<file path="src/tw_pkg.sv">
package tw_pkg;

    // ==========================================================
    // register indices (byte address is four times the index)
    localparam logic [9:0] IDX_CTRL_A  = 10'h080;
    localparam logic [9:0] IDX_CTRL_B  = 10'h081;
    localparam logic [9:0] IDX_COUNT   = 10'h084;
    localparam logic [9:0] IDX_CAPTURE = 10'h086;
    localparam logic [9:0] IDX_CMP_A   = 10'h088;
    localparam logic [9:0] IDX_CMP_B   = 10'h08A;
    localparam logic [9:0] IDX_STATUS  = 10'h090;

    // ==========================================================
    // field layout
    localparam int unsigned CA_OUT_A_LSB  = 6;
    localparam int unsigned CA_OUT_B_LSB  = 4;
    localparam int unsigned CB_MODE_HI_LSB = 3;
    localparam logic [7:0]  CA_RW_MASK    = 8'hF3;
    localparam logic [7:0]  CB_RW_MASK    = 8'hDF;
    localparam int unsigned ST_OVF        = 0;
    localparam int unsigned ST_CMP_A      = 1;
    localparam int unsigned ST_CMP_B      = 2;

    // ==========================================================
    // reset values
    localparam logic [7:0]  RST_CTRL = 8'h00;
    localparam logic [15:0] RST_WORD = 16'h0000;

    // ==========================================================
    // waveform modes and fixed tops
    localparam logic [3:0] MODE_NORMAL   = 4'h0;
    localparam logic [3:0] MODE_PC8      = 4'h1;
    localparam logic [3:0] MODE_PC9      = 4'h2;
    localparam logic [3:0] MODE_PC10     = 4'h3;
    localparam logic [3:0] MODE_CLR_CMP  = 4'h4;
    localparam logic [3:0] MODE_FAST8    = 4'h5;
    localparam logic [3:0] MODE_FAST9    = 4'h6;
    localparam logic [3:0] MODE_FAST10   = 4'h7;
    localparam logic [3:0] MODE_PFC_ICR  = 4'h8;
    localparam logic [3:0] MODE_PFC_OCR  = 4'h9;
    localparam logic [3:0] MODE_PC_ICR   = 4'hA;
    localparam logic [3:0] MODE_PC_OCR   = 4'hB;
    localparam logic [3:0] MODE_CLR_CAP  = 4'hC;
    localparam logic [3:0] MODE_RESERVED = 4'hD;
    localparam logic [3:0] MODE_FAST_ICR = 4'hE;
    localparam logic [3:0] MODE_FAST_OCR = 4'hF;
    localparam logic [15:0] TOP_8   = 16'h00FF;
    localparam logic [15:0] TOP_9   = 16'h01FF;
    localparam logic [15:0] TOP_10  = 16'h03FF;
    localparam logic [15:0] TOP_MAX = 16'hFFFF;
    localparam logic [15:0] BOTTOM  = 16'h0000;

    // ==========================================================
    // compare-output field codes
    localparam logic [1:0] COM_OFF    = 2'h0;
    localparam logic [1:0] COM_TOGGLE = 2'h1;
    localparam logic [1:0] COM_CLEAR  = 2'h2;
    localparam logic [1:0] COM_SET    = 2'h3;

    typedef enum logic [1:0] {
        SLOPE_UP   = 2'b01,
        SLOPE_DOWN = 2'b10
    } tw_slope_e;

    typedef struct packed {
        logic [11:0] address;
        logic        read;
        logic        write;
        logic [31:0] writedata;
        logic [3:0]  byteenable;
    } tw_avs_req_s;

    typedef struct packed {
        logic        wait_rq;
        logic [31:0] rdata;
        logic [7:0]  ctl_a;
        logic [7:0]  ctl_b;
        logic [15:0] cnt;
        tw_slope_e   slope;
        logic [15:0] icr;
        logic [15:0] buf_a;
        logic [15:0] buf_b;
        logic [15:0] ocr_a;
        logic [15:0] ocr_b;
        logic [2:0]  flags;
        logic [1:0]  wave;
        logic [1:0]  pin;
        logic [1:0]  pin_oe;
        logic [1:0]  ovr;
    } tw_state_s;

endpackage

</file>
<file path="src/tw_timer.sv">
// Added by the designer: the Avalon-MM register port.
`timescale 1ns/1ns
module tw_timer (
    // clock and reset
    input  wire logic               MCLK_I,
    input  wire logic               RST_N_I,
    // avalon-mm slave
    input  wire tw_pkg::tw_avs_req_s AVS_REQ_I,
    output logic [31:0]             AVS_READDATA_O,
    output logic                    AVS_WAITREQUEST_O,
    // timer tick and port pins
    input  wire logic               TIMER_TICK_ENABLE_I,
    input  wire logic [1:0]         PORT_DATA_I,
    input  wire logic [1:0]         PORT_DIR_I,
    output logic [1:0]              PIN_O,
    output logic [1:0]              PIN_OE_O,
    output logic [1:0]              PIN_OVERRIDE_O,
    output logic                    OVERFLOW_FLAG_O
);
    import tw_pkg::*;

    // ==========================================================
    // mode helpers
    function automatic logic is_fast(input logic [3:0] m);
        is_fast = (m == MODE_FAST8) || (m == MODE_FAST9) || (m == MODE_FAST10)
               || (m == MODE_FAST_ICR) || (m == MODE_FAST_OCR);
    endfunction

    function automatic logic is_dual(input logic [3:0] m);
        is_dual = (m == MODE_PC8) || (m == MODE_PC9) || (m == MODE_PC10)
               || (m == MODE_PFC_ICR) || (m == MODE_PFC_OCR)
               || (m == MODE_PC_ICR) || (m == MODE_PC_OCR);
    endfunction

    function automatic logic is_immediate(input logic [3:0] m);
        is_immediate = (m == MODE_NORMAL) || (m == MODE_CLR_CMP) || (m == MODE_CLR_CAP);
    endfunction

    function automatic logic [15:0] top_of(input logic [3:0] m, input logic [15:0] icr,
                                           input logic [15:0] ocra);
        unique case (m)
            MODE_PC8, MODE_FAST8:                             top_of = TOP_8;
            MODE_PC9, MODE_FAST9:                             top_of = TOP_9;
            MODE_PC10, MODE_FAST10:                           top_of = TOP_10;
            MODE_CLR_CMP, MODE_PFC_OCR, MODE_PC_OCR, MODE_FAST_OCR: top_of = ocra;
            MODE_PFC_ICR, MODE_PC_ICR, MODE_CLR_CAP, MODE_FAST_ICR: top_of = icr;
            default:                                          top_of = TOP_MAX;
        endcase
    endfunction

    // channel drives its pin
    function automatic logic connected(input logic [1:0] com, input logic [3:0] m,
                                       input logic chan_a);
        if (com == COM_OFF || m == MODE_RESERVED) begin
            connected = 1'b0;
        end else if (com == COM_TOGGLE && is_fast(m)) begin
            connected = chan_a && (m == MODE_FAST_ICR || m == MODE_FAST_OCR);
        end else if (com == COM_TOGGLE && is_dual(m)) begin
            connected = chan_a && (m == MODE_PFC_OCR || m == MODE_PC_OCR);
        end else begin
            connected = 1'b1;
        end
    endfunction

    function automatic logic [15:0] merge16(input logic [15:0] old, input logic [31:0] wd,
                                            input logic [3:0] be);
        merge16 = {be[1] ? wd[15:8] : old[15:8], be[0] ? wd[7:0] : old[7:0]};
    endfunction

    // ==========================================================
    // reset release
    logic [1:0] rst_sync;
    logic       rst_n;

    always_ff @(posedge MCLK_I or negedge RST_N_I) begin
        if (!RST_N_I) begin
            rst_sync <= 2'h0;
        end else begin
            rst_sync <= {rst_sync[0], 1'b1};
        end
    end
    assign rst_n = rst_sync[1];

    // ==========================================================
    // state
    tw_state_s   st;
    tw_state_s   next_st;
    logic [3:0]  mode;
    logic [15:0] top;
    logic        tick;
    logic        req;
    logic        wr_done;
    logic        cnt_wr;
    logic [9:0]  idx;
    logic [1:0]  com [2];
    logic [1:0]  conn;
    logic [1:0]  match;
    logic [15:0] ocr [2];
    logic        at_top;
    logic        at_bottom;
    logic        upd;

    // mode number from both registers
    // mode assembly
    assign mode = {st.ctl_b[CB_MODE_HI_LSB +: 2], st.ctl_a[1:0]};
    assign top  = top_of(mode, st.icr, st.ocr_a);
    assign tick = TIMER_TICK_ENABLE_I && (mode != MODE_RESERVED);
    assign idx  = AVS_REQ_I.address[11:2];
    assign req  = AVS_REQ_I.read || AVS_REQ_I.write;
    assign wr_done = AVS_REQ_I.write && !st.wait_rq;
    assign cnt_wr  = wr_done && idx == IDX_COUNT && AVS_REQ_I.byteenable[1:0] != 2'h0;
    assign com[0] = st.ctl_a[CA_OUT_A_LSB +: 2];
    assign com[1] = st.ctl_a[CA_OUT_B_LSB +: 2];
    assign ocr[0] = st.ocr_a;
    assign ocr[1] = st.ocr_b;
    assign at_top    = tick && st.cnt == top;
    assign at_bottom = tick && st.cnt == BOTTOM;

    always_comb begin
        next_st = st;
        conn    = 2'h0;
        match   = 2'h0;
        upd     = 1'b0;

        // ======================================================
        // bus slave: one wait cycle, then complete
        next_st.wait_rq = !(req && st.wait_rq);
        if (AVS_REQ_I.read && st.wait_rq) begin
            unique case (idx)
                IDX_CTRL_A:  next_st.rdata = {24'h000000, st.ctl_a};
                IDX_CTRL_B:  next_st.rdata = {24'h000000, st.ctl_b};
                IDX_COUNT:   next_st.rdata = {16'h0000, st.cnt};
                IDX_CAPTURE: next_st.rdata = {16'h0000, st.icr};
                IDX_CMP_A:   next_st.rdata = {16'h0000, st.buf_a};
                IDX_CMP_B:   next_st.rdata = {16'h0000, st.buf_b};
                IDX_STATUS:  next_st.rdata = {29'h00000000, st.flags};
                default:     next_st.rdata = 32'h00000000;
            endcase
        end

        // ======================================================
        // counting sequence
        if (tick) begin
            if (is_dual(mode)) begin
                if (st.slope == SLOPE_UP) begin
                    if (st.cnt == top) begin
                        next_st.slope = SLOPE_DOWN;
                        next_st.cnt   = st.cnt - 16'h0001;
                    end else begin
                        next_st.cnt = st.cnt + 16'h0001;
                    end
                end else if (st.cnt == BOTTOM) begin
                    next_st.slope = SLOPE_UP;
                    next_st.cnt   = st.cnt + 16'h0001;
                end else begin
                    next_st.cnt = st.cnt - 16'h0001;
                end
            end else begin
                next_st.cnt = at_top ? BOTTOM : st.cnt + 16'h0001;
            end
        end

        // ======================================================
        // buffer copy points
        if (mode == MODE_PFC_ICR || mode == MODE_PFC_OCR) begin
            upd = at_bottom;
        end else if (is_dual(mode)) begin
            upd = at_top;
        end else if (is_fast(mode)) begin
            upd = at_top;
        end
        if (upd) begin
            next_st.ocr_a = st.buf_a;
            next_st.ocr_b = st.buf_b;
        end

        // ======================================================
        // compare outputs
        for (int i = 0; i < 2; i++) begin
            match[i] = tick && st.cnt == ocr[i];
            conn[i]  = connected(com[i], mode, i == 0);
            if (conn[i]) begin
                if (is_immediate(mode)) begin
                    if (match[i]) begin
                        next_st.wave[i] = (com[i] == COM_TOGGLE) ? !st.wave[i] : com[i][0];
                    end
                end else if (com[i] == COM_TOGGLE) begin
                    if (match[i]) begin
                        next_st.wave[i] = !st.wave[i];
                    end
                end else if (is_fast(mode)) begin
                    if (at_top) begin
                        next_st.wave[i] = !com[i][0];
                    end else if (match[i] && ocr[i] != top) begin
                        next_st.wave[i] = com[i][0];
                    end
                end else if (ocr[i] == BOTTOM) begin
                    next_st.wave[i] = com[i][0];
                end else if (ocr[i] == top) begin
                    next_st.wave[i] = !com[i][0];
                end else if (match[i]) begin
                    next_st.wave[i] = (st.slope == SLOPE_UP) ? com[i][0] : !com[i][0];
                end
            end
            next_st.pin_oe[i] = PORT_DIR_I[i];
            next_st.pin[i]    = conn[i] ? st.wave[i] : PORT_DATA_I[i];
            next_st.ovr[i]    = conn[i];
        end

        // ======================================================
        // register writes
        if (wr_done) begin
            unique case (idx)
                IDX_CTRL_A: if (AVS_REQ_I.byteenable[0]) begin
                    next_st.ctl_a = AVS_REQ_I.writedata[7:0] & CA_RW_MASK;
                end
                IDX_CTRL_B: if (AVS_REQ_I.byteenable[0]) begin
                    next_st.ctl_b = AVS_REQ_I.writedata[7:0] & CB_RW_MASK;
                end
                IDX_COUNT:   next_st.cnt = merge16(st.cnt, AVS_REQ_I.writedata,
                                                   AVS_REQ_I.byteenable);
                IDX_CAPTURE: next_st.icr = merge16(st.icr, AVS_REQ_I.writedata,
                                                   AVS_REQ_I.byteenable);
                IDX_CMP_A: begin
                    next_st.buf_a = merge16(st.buf_a, AVS_REQ_I.writedata,
                                            AVS_REQ_I.byteenable);
                    if (is_immediate(mode)) begin
                        next_st.ocr_a = next_st.buf_a;
                    end
                end
                IDX_CMP_B: begin
                    next_st.buf_b = merge16(st.buf_b, AVS_REQ_I.writedata,
                                            AVS_REQ_I.byteenable);
                    if (is_immediate(mode)) begin
                        next_st.ocr_b = next_st.buf_b;
                    end
                end
                IDX_STATUS: if (AVS_REQ_I.byteenable[0]) begin
                    next_st.flags = st.flags & ~AVS_REQ_I.writedata[2:0];
                end
                default: ;
            endcase
        end

        // ======================================================
        // flag sets win over clears
        if (match[0]) begin
            next_st.flags[ST_CMP_A] = 1'b1;
        end
        if (match[1]) begin
            next_st.flags[ST_CMP_B] = 1'b1;
        end
        if (is_dual(mode)) begin
            if (at_bottom) begin
                next_st.flags[ST_OVF] = 1'b1;
            end
        end else if (is_fast(mode)) begin
            if (at_top) begin
                next_st.flags[ST_OVF] = 1'b1;
            end
        end else if (tick && st.cnt == TOP_MAX) begin
            next_st.flags[ST_OVF] = 1'b1;
        end
    end

    always_ff @(posedge MCLK_I or negedge rst_n) begin
        if (!rst_n) begin
            st <= '{wait_rq: 1'b1, rdata: 32'h00000000, ctl_a: RST_CTRL, ctl_b: RST_CTRL,
                    cnt: RST_WORD, slope: SLOPE_UP, icr: RST_WORD, buf_a: RST_WORD,
                    buf_b: RST_WORD, ocr_a: RST_WORD, ocr_b: RST_WORD, flags: 3'h0,
                    wave: 2'h0, pin: 2'h0, pin_oe: 2'h0, ovr: 2'h0};
        end else begin
            st <= next_st;
        end
    end

    assign AVS_READDATA_O    = st.rdata;
    assign AVS_WAITREQUEST_O = st.wait_rq;
    assign PIN_O             = st.pin;
    assign PIN_OE_O          = st.pin_oe;
    assign PIN_OVERRIDE_O    = st.ovr;
    assign OVERFLOW_FLAG_O   = st.flags[ST_OVF];
endmodule

</file>
<file path="config.mk">
export PLATFORM = sky130hd
export DESIGN_NAME = tw_timer
export DESIGN_NICKNAME = d
export VERILOG_FILES = /design/src/tw_pkg.sv /design/src/tw_timer.sv
export SDC_FILE = /design/constraint.sdc
export NUM_CORES = 1
export LEC_CHECK = 0
export ABC_CLOCK_PERIOD_IN_PS = 5450
export BUFFER_PORTS_ARGS = -buffer_cell sky130_fd_sc_hd__buf_2
export CORE_MARGIN = 4
export CORE_UTILIZATION = 40
export CTS_BUF_LIST = sky130_fd_sc_hd__clkbuf_4
export CTS_CLUSTER_SIZE = 10
export DETAILED_ROUTE_END_ITERATION = 8
export GPL_TIMING_DRIVEN = 0
export HOLD_SLACK_MARGIN = 0.03
export SYNTH_ARGS = -nofsm -noshare
export SYNTH_HDL_FRONTEND = slang
export SYNTH_SLANG_ARGS = --single-unit
</file>
<file path="constraint.sdc">
create_clock -name MCLK_I -period 5.45 [get_ports MCLK_I]
set_input_delay 1.635 -clock MCLK_I [delete_from_list [all_inputs] [get_ports MCLK_I]]
set_output_delay 1.635 -clock MCLK_I [all_outputs]
set_load 0.02 [all_outputs]
</file>
# After elaboration in Yosys (flattened, before gate mapping)
# Index checks and enable logic that the tools add are counted.
dict set report op_classes {
  n_addsub 2
  eq_ne 43
  mux 69
  bitwise_logic 2
  n_reduce_logical 70
}
# op count
set ops {}
lappend ops {{2-to-1 mux 16 bit} 10}
lappend ops {{one-hot mux 16 bit (7 select lines)} 1}
lappend ops {{equality test 16 bit} 5}
lappend ops {{one-hot mux 16 bit (5 select lines)} 1}
lappend ops {{equality test 10 x 8 -> 1 bit, second input constant} 7}
lappend ops {{zero test 16 bit} 3}
lappend ops {{2-to-1 mux 8 bit} 6}
lappend ops {{2-to-1 mux 1 bit} 42}
lappend ops {{2-to-1 mux 18 bit} 2}
lappend ops {{2-to-1 mux 35 bit} 1}
lappend ops {{equality test 4 bit, second input constant} 8}
lappend ops {{2-to-1 mux 32 bit} 1}
lappend ops {{!= test 16 bit} 2}
lappend ops {{logical OR 1 bit} 18}
lappend ops {{AND reduction 3 bit} 6}
lappend ops {{adder 16 x 1 -> 16 bit, second input constant} 1}
lappend ops {{equality test 16 bit, second input constant} 1}
lappend ops {{equality test 4 x 3 -> 1 bit, second input constant} 4}
lappend ops {{subtractor 16 x 1 -> 16 bit, second input constant} 1}
lappend ops {{logical AND 1 bit} 15}
lappend ops {{nonzero test 2 bit} 7}
lappend ops {{!= test 2 bit, second input constant} 5}
lappend ops {{AND reduction 5 bit} 2}
lappend ops {{equality test 4 x 2 -> 1 bit, second input constant} 2}
lappend ops {{other kinds (18)} 35}
dict set report totals {
  register_bits 157
  output_inout_bits 40
}

# Longest topological paths before layout
# Gate-level depths: netlist (run 1).
dict set report logic_depth {
  ltp_word 16
  mapped_depth 13
  depth_no_buf 11
}

# Worst setup path before layout (run 1)
# No wires, ideal clock.
dict set report synth_timing {
  path_type {input to register}
  startpoint {input AVS_REQ_I[46] (netlist name)}
  endpoint {register st[100] (netlist name)}
  setup_ns 0.126
  arrival_time_ns 3.531
  t_required_ns 5.324
  setup_slack_ns 1.793
  cell_stages 10
  cell_sequence {nor4b_1 > nand3b_1 > nor3_1 > and2_1 > nor2_1 > o31a_1 > clkbuf_1 > nand2_1 > mux2i_1 > a221o_1}
}
dict set report synth_via {
  elab_chain_cells 3
}
# element line
set synth_rtl {}
lappend synth_rtl {{start: declaration} tw_timer.sv:8} ;# input wire tw_pkg::tw_avs_req_s AVS_REQ_I,
lappend synth_rtl {{equality test 10 x 8 -> 1 bit *} tw_timer.sv:213} ;# unique case (idx)
lappend synth_rtl {{2-to-1 mux 16 bit} tw_timer.sv:213}
lappend synth_rtl {{2-to-1 mux 16 bit} tw_timer.sv:212} ;# if (wr_done) begin
lappend synth_rtl {{end signal: assignment} tw_timer.sv:268} ;# st <= '{wait_rq: 1'b1, rdata: 32'h00000000, ctl_a: RST_CTRL, ctl_b: RST_CTRL,
lappend synth_rtl {{end signal: assignment} tw_timer.sv:273} ;# st <= next_st;
lappend synth_rtl {{end: declaration} tw_timer.sv:86} ;# tw_state_s st;
# Every way passes the cells marked *; elsewhere a longest branch is shown, timed or not.
# A chain may end at the register's enable or synchronous reset.

==> impl_metrics.ini, run 1 <==
[floorplanning]
fp.dieH_um = 163
std_cell_rows = 56
core_mm2 = 0.0235
die_area_mm2 = 0.0265
die_x_um = 163
pin_count = 97
start_util_pct = 40.7

[setup_path]
r2r-start = st[93]
ff2ff_path_depth = 13
crit_top_cell = clkbuf_1
crit_path_cell_trace = clkbuf_1 > inv_1 > ha_1 > or3b_2 > nor4_1 > nand2_1 > or3_1 > or4_1 > o31ai_2 > a21oi_1 > clkbuf_1 > nand2b_1 > o221a_2
r2r_setup_slack_ns = 0.88
worstSetupPathType = flip-flop to flip-flop
crit_path_start_kind = flip-flop
crit_path_end_kind = flip-flop
cp_slowest_cell = or3_1
r2r_end = ocr[9]
slowest_delay_ns = 0.50
cp.arrival_ns = 5.08
cp.required_ns = 5.96
path_max_fanout = 10

[synthesis]
synth_top_area_cell = dfrtp_1
syn_inst = 1055
synthArstFlopShare_pct = 100
synthesis.area_mm2 = 0.00959
synth-edff-count = 0
yosys_most_used_dff = dfrtp_1
synth_seq_cells = 141
yosys-top-cells-area = dfrtp_1 (36%), mux2_2 (6.2%), o221a_2 (4.1%)
avgSynthCellArea_um2 = 9.09
synth_top_area_share_pct = 36.3
yosysSeqAreaShare_pct = 36.8
yosys_warnings = 0
synth_cell_type_count = 80

[detailed_routing]
wire_per_inst_um = 25.2
drt_iter0_drc = 1191
vias = 9237
vias_per_cell = 6.22
firstDrtPassIters = 6
drc_errors = 0
drt_wl_total_mm = 37.4
ant_nets = 0

[grt]
grt_pass1_wl_mm = 55.7
overflow = 0
grtUsageTotal_pct = 27.8
antenna_found_initial = 1
grt_max_degree = 59
grt_pass1_vias = 8688

[power]
p_leak_nw = 4.64
power_mw = 2.44
powerDensity_mw_per_mm2 = 228
peakVddDrop_uv = 130

[sta]
period_share_pct = 83.9
tightest_slew_ns = 1.05
rsz0062_at_grt = false
fmax_ghz = 0.219
hold_violations = 0
slew_violations = 0
layout_min_cycle_time_ns = 4.57
setup_viol = 0
max_slew_margin_pct = 29.3
fin_worst_skew_ns = 0.0414

[final_layout]
fillers = 2366
area_delta_synth_final_pct = 11.5
drive_gt1_share_pct = 21.9
instances_no_fill = 1484
fin_nets = 1210
fin_util_pct = 45.4
final_area_mm2 = 0.0107

[place]
placed_area_mm2 = 0.0104
port_buffers = 59
gp_congestion = 0.966
dp_hpwl_mm = 28.2
place_inst = 1451

[clocking]
root_buffer = clkbuf_4
postCtsSetupRepairBufs = 0
cts_buffer_depth = 2
cts_buffers = 17
cts_hold_buf = 0
htreeDepth = 4
clk_latency_ns = 0.59
clkSinkCount = 141
cts-resized-gates = 0
cts_tree = done
clk_pin_slew_ns = 0.16

[hold_path]
holdCritPathClass = flip-flop to asynchronous set/reset pin

[run_status]
status = completed

[run]
maxCapViolations = 0
[stage by stage]
| stage | setup TNS, ns | hold WS (ns) | worst slack (ns) |
|---|---|---|---|
| 2_1_floorplan | 0 | 0.331 | 1.23 |
| 3_3_place_gp | -94.18 | 0.338 | -0.702 |
| 3_5_place_dp | 0 | 0.272 | 0.683 |
| 4_1_cts | 0 | 0.284 | 0.941 |
| 5_1_grt | 0 | 0.302 | 0.695 |
| 6_report | 0 | 0.267 | 0.880 |
[sequential cells by signal (all words and copies together), names as in the netlist]
name	cells
st	75
ocr	32
AVS_READDATA_O	16
com	4
mode	4
PIN_OE_O	2
PIN_OVERRIDE_O	2
PIN_O	2
rst_sync	2
AVS_WAITREQUEST_O	1
OVERFLOW_FLAG_O	1
[report_power, final]
group          total [mW]  internal [mW]  leakage [nW]  switching (mW)
sequential           1.15           1.10          1.82          0.0455
combinational       0.577          0.206          2.67           0.370
clock               0.712          0.211         0.147           0.501
total                2.44           1.52          4.64           0.917
[worst max path at each step]
| stage | from | endpoint | slack (ns) |
|---|---|---|---|
| CTS | st[93] | ocr[13] | 0.94 |
| finish | st[93] | ocr[9] | 0.88 |
| floorplan | rst_sync[1] | AVS_READDATA_O[0] | 1.23 |
| global route | st[93] | ocr[10] | 0.69 |
| global placement | rst_sync[1] | PIN_O[1] | -0.70 |
| detailed placement | AVS_REQ_I[46] | st[100] | 0.68 |
[worst max-delay path: cells and delay by family (launching register included)]
kind / cells / cell delay (ns)
adders and majority gates: 1 / 0.20
and+or+nand+nor: 6 / 2.25
DFF: 1 / 0.42
AOI/OAI and AO/OA: 3 / 0.64
buffers and inverters: 3 / 0.98
[metal layers]
layer	global-route usage, %	wire, um	up-vias
li1	-	-	4125
met1	41.0	16500	4522
met2	42.6	16600	517
met3	3.85	3290	73
met4	8.27	1050	0
met5	0	0	-
[synthesized netlist by cell type (all sizes together), types with 4 or more instances]
cell type / n
o221a: 35
a22oi: 18
nand4: 14
a211oi: 6
mux2: 56
or4b: 8
xnor2: 18
nor4: 18
inv: 25
xor2: 22
a31oi: 30
or4: 8
and3: 20
o221ai: 6
nand3b: 8
nor4b: 6
a21oi: 35
o21ai: 45
or3: 13
nand2b: 52
a221oi: 13
o2111ai: 4
nor3b: 6
nor2b: 9
a221o: 7
clkbuf: 46
o21bai: 7
mux2i: 15
dfrtp: 139
a22o: 5
o31ai: 7
o22ai: 8
buf: 62
a31o: 4
nor2: 69
and2: 12
nand2: 92
nand3: 22
a222oi: 14
nor3: 27
[area by class of cell]
| type | instances | area (um^2) | area share [%] |
|---|---|---|---|
| well taps | 319 | 399 | 3.73 |
| flip-flops and latches | 141 | 3530 | 33.1 |
| multi-input cells | 796 | 5450 | 50.9 |
| repair buffers | 62 | 362 | 3.38 |
| clock inverters | 14 | 140 | 1.31 |
| clock buffers | 18 | 135 | 1.26 |
| inverters | 25 | 93.8 | 0.878 |
| plain buffers | 108 | 579 | 5.42 |
| diodes | 1 | 2.50 | 0.0234 |
[cells by family (layout without fill, tap and decap cells)]
family | after synthesis | after routing | share of synthesized area, %
AO/OA/AOI/OAI | 273 | 273 | 21.9
multiplexers | 72 | 72 | 8.49
flip-flops | 141 | 141 | 36.8
AND/OR/NAND/NOR | 392 | 392 | 21.8
other | 2 | 18 | 0.0783
XOR/XNOR | 40 | 40 | 3.65
buffers and inverters | 133 | 227 | 7.02
adder cells (fa/ha/maj) | 2 | 2 | 0.261
[cells in the final DEF, fill, tap and decap left out, types with 20 or more instances in the layout]
| cell type | synthesis | routed |
|---|---|---|
| a21oi_1 | 35 | 35 |
| a31oi_1 | 30 | 30 |
| and3_1 | 20 | 20 |
| buf_2 | 10 | 69 |
| buf_4 | 38 | 38 |
| clkbuf_1 | 46 | 46 |
| dfrtp_1 | 139 | 138 |
| inv_1 | 25 | 25 |
| mux2_2 | 53 | 53 |
| nand2_1 | 92 | 92 |
| nand2b_1 | 52 | 52 |
| nand3_1 | 21 | 21 |
| nor2_1 | 69 | 69 |
| nor3_1 | 26 | 25 |
| o21ai_0 | 40 | 40 |
| o221a_2 | 35 | 35 |
| xor2_1 | 22 | 22 |
No activity file was read; power rests on OpenSTA's default activity.
==> run 2, diff against run 1 <==
Settings changed: ABC_CLOCK_PERIOD_IN_PS 5450 to 4340.
Clock period 5.45 ns to 4.34 ns, I/O delays scaled along.
==> impl_metrics.ini, run 2 (synthesized netlist as in run 1, its figures left out) <==
[detailed_routing]
drt_wl_total_mm = 37.6
vias_per_cell = 6.27
ant_nets = 0
wire_per_inst_um = 25.3
drt_iter0_drc = 1184
firstDrtPassIters = 7
drc_errors = 0
vias = 9319

[clocking]
clk_pin_slew_ns = 0.16
cts_tree = done
cts_buffer_depth = 2
root_buffer = clkbuf_4
clk_latency_ns = 0.57
cts_buffers = 17
clkSinkCount = 141
htreeDepth = 4

[sta]
period_share_pct = 96.8
layout_min_cycle_time_ns = 4.20
slew_violations = 0
max_slew_margin_pct = 25.7
timing.hold.ws_ns = 0.264
setup_viol = 0
fin_worst_skew_ns = 0.0332
tightest_slew_ns = 1.11
rsz0062_at_grt = false
hold_violations = 0
fmax_ghz = 0.238

[final_layout]
largest_register = st
area_delta_synth_final_pct = 12.1
most-common-layout-cells = dfrtp_1 (138), nand2_1 (92), buf_2 (69), nor2_1 (69), mux2_2 (53)
largest_reg_flops = 75
fillers = 2360
fin_nets = 1213
final_common_cell = dfrtp_1
instances_no_fill = 1487
drive_gt1_share_pct = 22.7

[run_status]
status = completed

[place]
place_inst = 1451
port_buffers = 59
dp_hpwl_mm = 28.2
gp_congestion = 0.966

[grt]
antenna_found_initial = 1
grt_pass1_wl_mm = 55.7
grtUsageTotal_pct = 27.9
grt_pass1_vias = 8701
grt_max_degree = 59
overflow = 0

[setup_path]
r2r_setup_slack_ns = 0.14
crit_path_end_kind = flip-flop
cp.arrival_ns = 4.70
crit_path_start_kind = flip-flop
worstSetupPathType = flip-flop to flip-flop
r2r-start = mode[0]
ff2ff_path_depth = 11
crit_start = mode[0]
cp.required_ns = 4.84
r2r_end = ocr[24]
path_max_fanout = 10
worstSetupEndpoint = ocr[24]

[floorplanning]
die_x_um = 163
std_cell_rows = 56
core_mm2 = 0.0235
fp.dieH_um = 163
pin_count = 97
start_util_pct = 40.7
die_area_mm2 = 0.0265

[power]
power_mw = 3.06
p_leak_nw = 4.67
powerDensity_mw_per_mm2 = 284
peakVddDrop_uv = 162

[hold_path]
holdCritPathClass = flip-flop to asynchronous set/reset pin

[run]
maxCapViolations = 0
run 2: cell types whose count changed in the layout (fill, tap and decap cells not counted), sizes merged:
cell / change
buf: +3
run 2: through the flow:
stage	TNS [ns]	utilization [%]	setup WS [ns]	instance area (um^2)
after global placement	-251.56	43.9	-1.81	10300
after detailed placement	-1.65	44.2	-0.118	10400
after global routing	0	45.7	0.0158	10700
after floorplan	0	-	0.124	9650
final	0	45.7	0.138	10700
after CTS	0	45.4	0.00791	10700
run 2: worst min path at each step:
stage                              end
floorplan                  rst_sync[1]
global route        AVS_READDATA_O[15]
CTS                 AVS_READDATA_O[15]
finish              AVS_READDATA_O[15]
global placement           rst_sync[1]
detailed placement  AVS_READDATA_O[15]
run 2: repair_timing:
| item | CTS | global route |
|---|---|---|
| setup endpoints to repair | 20 | 26 |
| endpoints found under the hold margin | 0 | 0 |
| pin swaps | 0 | 1 |
| hold buffers | 0 | 0 |
| setup buffers | 0 | 3 |
| gates resized for setup | 1 | 9 |
run 2: cell type report:
class / count / area, um^2 / share of cell area, %
Antenna cell: 1 / 2.50 / 0.0233
Buffer: 108 / 583 / 5.42
Clock buffer: 18 / 135 / 1.26
Clock inverter: 14 / 140 / 1.30
Inverter: 25 / 93.8 / 0.873
Multi-Input combinational cell: 796 / 5460 / 50.8
Sequential cell: 141 / 3530 / 32.9
Tap cell: 319 / 399 / 3.71
Timing Repair Buffer: 65 / 397 / 3.69
run 2: where the power goes:
group	switching [mW]	internal, mW	total, mW
Clock	0.621	0.266	0.887
Sequential	0.0581	1.38	1.44
Combinational	0.470	0.259	0.729
Total	1.15	1.91	3.06
run 2: per-layer routing:
metal / up-vias / track usage, % / part of all wire, %
li1: 4119 / - / -
met4: 0 / 8.54 / 2.8
met1: 4581 / 41.0 / 44
met2: 547 / 42.5 / 45
met5: - / 0 / 0
met3: 72 / 3.97 / 8.5
run 2: critical path: stages, from the launching register on:
cell       delay, ns
dfrtp_1         0.53
clkbuf_1        0.50
a21oi_1         0.22
a2111oi_0       0.76
nand4_1         0.25
a2111o_1        0.33
buf_2           0.21
o31ai_2         0.45
a32oi_2         0.26
clkbuf_2        0.32
nand2_1         0.13
o221a_2         0.17
==> run 3, diff against run 2 <==
Settings changed: GPL_TIMING_DRIVEN 0 to not set.
==> impl_metrics.ini, run 3 (synthesized netlist as in run 1, its figures left out) <==
[run_status]
status = completed

[clocking]
htreeDepth = 4
cts_buffer_depth = 2
clk_pin_slew_ns = 0.17
cts-resized-gates = 0
root_buffer = clkbuf_4
cts_tree = done
cts_hold_buf = 0
clk_latency_ns = 0.59
clkSinkCount = 141
postCtsSetupRepairBufs = 0
cts_buffers = 17

[grt]
grtUsageTotal_pct = 26.2
antenna_found_initial = 1
grt_pass1_vias = 8554
overflow = 0
grt_pass1_wl_mm = 52.9
grt_max_degree = 79

[power]
powerDensity_mw_per_mm2 = 285
power.share.switching_pct = 37.4
seqPwrFrac_pct = 50.6
p_leak_nw = 4.58
clockPowerShare_pct = 29.6
power_mw = 2.99
comb_power_share_pct = 19.8
p_switching_mw = 1.12
p_int_mw = 1.87
peakVddDrop_uv = 161

[setup_path]
cp.arrival_ns = 4.49
cp.required_ns = 4.85
path_buf_inv = 2
crit_path_start_kind = flip-flop
crit_top_cell = buf_4
worstSetupPathType = flip-flop to flip-flop
crit_path_cell_trace = buf_4 > or4b_1 > a21oi_1 > a2bb2oi_1 > nand4_1 > a2111o_1 > o31ai_4 > buf_4 > mux2_4 > o221a_2 > o21ai_1
cp_slowest_cell = dfrtp_1
critPathTopFamily = compound AO/OA/AOI/OAI gates
path_max_fanout = 14
crit_path_end_kind = flip-flop
slowest_delay_ns = 0.56

[detailed_routing]
drt_wl_total_mm = 34.7
vias = 9011
drc_errors = 0
wire_per_inst_um = 24.3
vias_per_cell = 6.31
firstDrtPassIters = 6
drt_iter0_drc = 1142
ant_nets = 0

[floorplanning]
start_util_pct = 40.7
die_area_mm2 = 0.0265
die_x_um = 163
pin_count = 97
core_mm2 = 0.0235
fp.dieH_um = 163
std_cell_rows = 56

[final_layout]
area_delta_synth_final_pct = 9.30
fin_nets = 1154
most-common-layout-cells = dfrtp_1 (138), nand2_1 (92), nor2_1 (69), buf_2 (60)
drive_gt1_share_pct = 23.3
seq_area_mm2 = 0.00353
final_common_cell = dfrtp_1
largest_register = st
largest_reg_flops = 75
fillers = 2410
multi_input_area_mm2 = 0.00545

[sta]
setup_viol = 0
timing.hold.ws_ns = 0.374
period_share_pct = 91.7
fmax_ghz = 0.251
max_slew_margin_pct = 28.1
rsz0062_at_grt = false
fin_worst_skew_ns = 0.0398
slew_violations = 0
layout_min_cycle_time_ns = 3.98
worst_slack_ns = 0.360
hold_violations = 0
tightest_slew_ns = 1.08
setup_tns_ns = 0

[hold_path]
holdCritPathClass = flip-flop to flip-flop

[place]
gp_congestion = 0.993
dp_hpwl_mm = 25.7
dp_slack_ns = 0.492
port_buffers = 60

[run]
maxCapViolations = 0
==> run 3: changes by cell type in the layout (fill, tap and decap cells not counted), moves of 2 or more <==
cell and change:
buf_1 -12, buf_16 -2, buf_2 -9, buf_4 +13, buf_6 -2, clkbuf_1 -43
clkbuf_2 -3
==> run 3: power groups by stage <==
| stage | combinational (mW) | clock, mW | sequential [mW] |
|---|---|---|---|
| global route | 0.641 | 0.963 | 1.53 |
| CTS | 0.581 | 0.908 | 1.51 |
| detailed placement | 0.577 | 0 | 1.54 |
| floorplan | 0.463 | 0 | 1.46 |
| finish | 0.591 | 0.886 | 1.51 |
| global placement | 0.574 | 0 | 1.53 |
==> run 3: area by class of cell <==
class                   instances  share of cell area (%)
inverters                      25                   0.895
diodes                          1                  0.0239
multi-input cells             796                    52.0
flip-flops and latches        141                    33.7
clock buffers                  18                    1.29
clock inverters                14                    1.40
repair buffers                114                    6.85
well taps                     319                    3.81
==> run 3: final timing paths <==
check	startpoint	to	slack, ns	cells after the start
worst min register to register	rst_sync[0]	rst_sync[1]	0.37	0
worst max register to register	mode[2]	st[107]	0.36	11
max in group asynchronous	rst_sync[1]	st[66]	2.91	1
worst max-delay path	mode[2]	st[107]	0.36	11
min in group asynchronous	RST_N_I	rst_sync[1]	0.45	1
worst min-delay path	rst_sync[0]	rst_sync[1]	0.37	0
==> run 3: metrics by stage <==
| stage | area [um^2] | util [%] | cells |
|---|---|---|---|
| 2_1_floorplan | 9650 | - | 1070 |
| 3_3_place_gp | 10200 | 43.3 | 1395 |
| 3_5_place_dp | 10200 | 43.3 | 1395 |
| 4_1_cts | 10500 | 44.5 | 1427 |
| 5_1_grt | 10500 | 44.5 | 1428 |
| 6_report | 10500 | 44.5 | 1428 |
==> run 3: metal layers <==
| layer | GRT usage, % | wire, um | vias up | part of all wire [%] |
|---|---|---|---|---|
| met3 | 4.66 | 2750 | 56 | 7.9 |
| met4 | 8.92 | 873 | 0 | 2.5 |
| li1 | - | - | 4000 | - |
| met5 | 0 | 0 | - | 0 |
| met1 | 38.9 | 15700 | 4519 | 45 |
| met2 | 38.6 | 15400 | 436 | 44 |
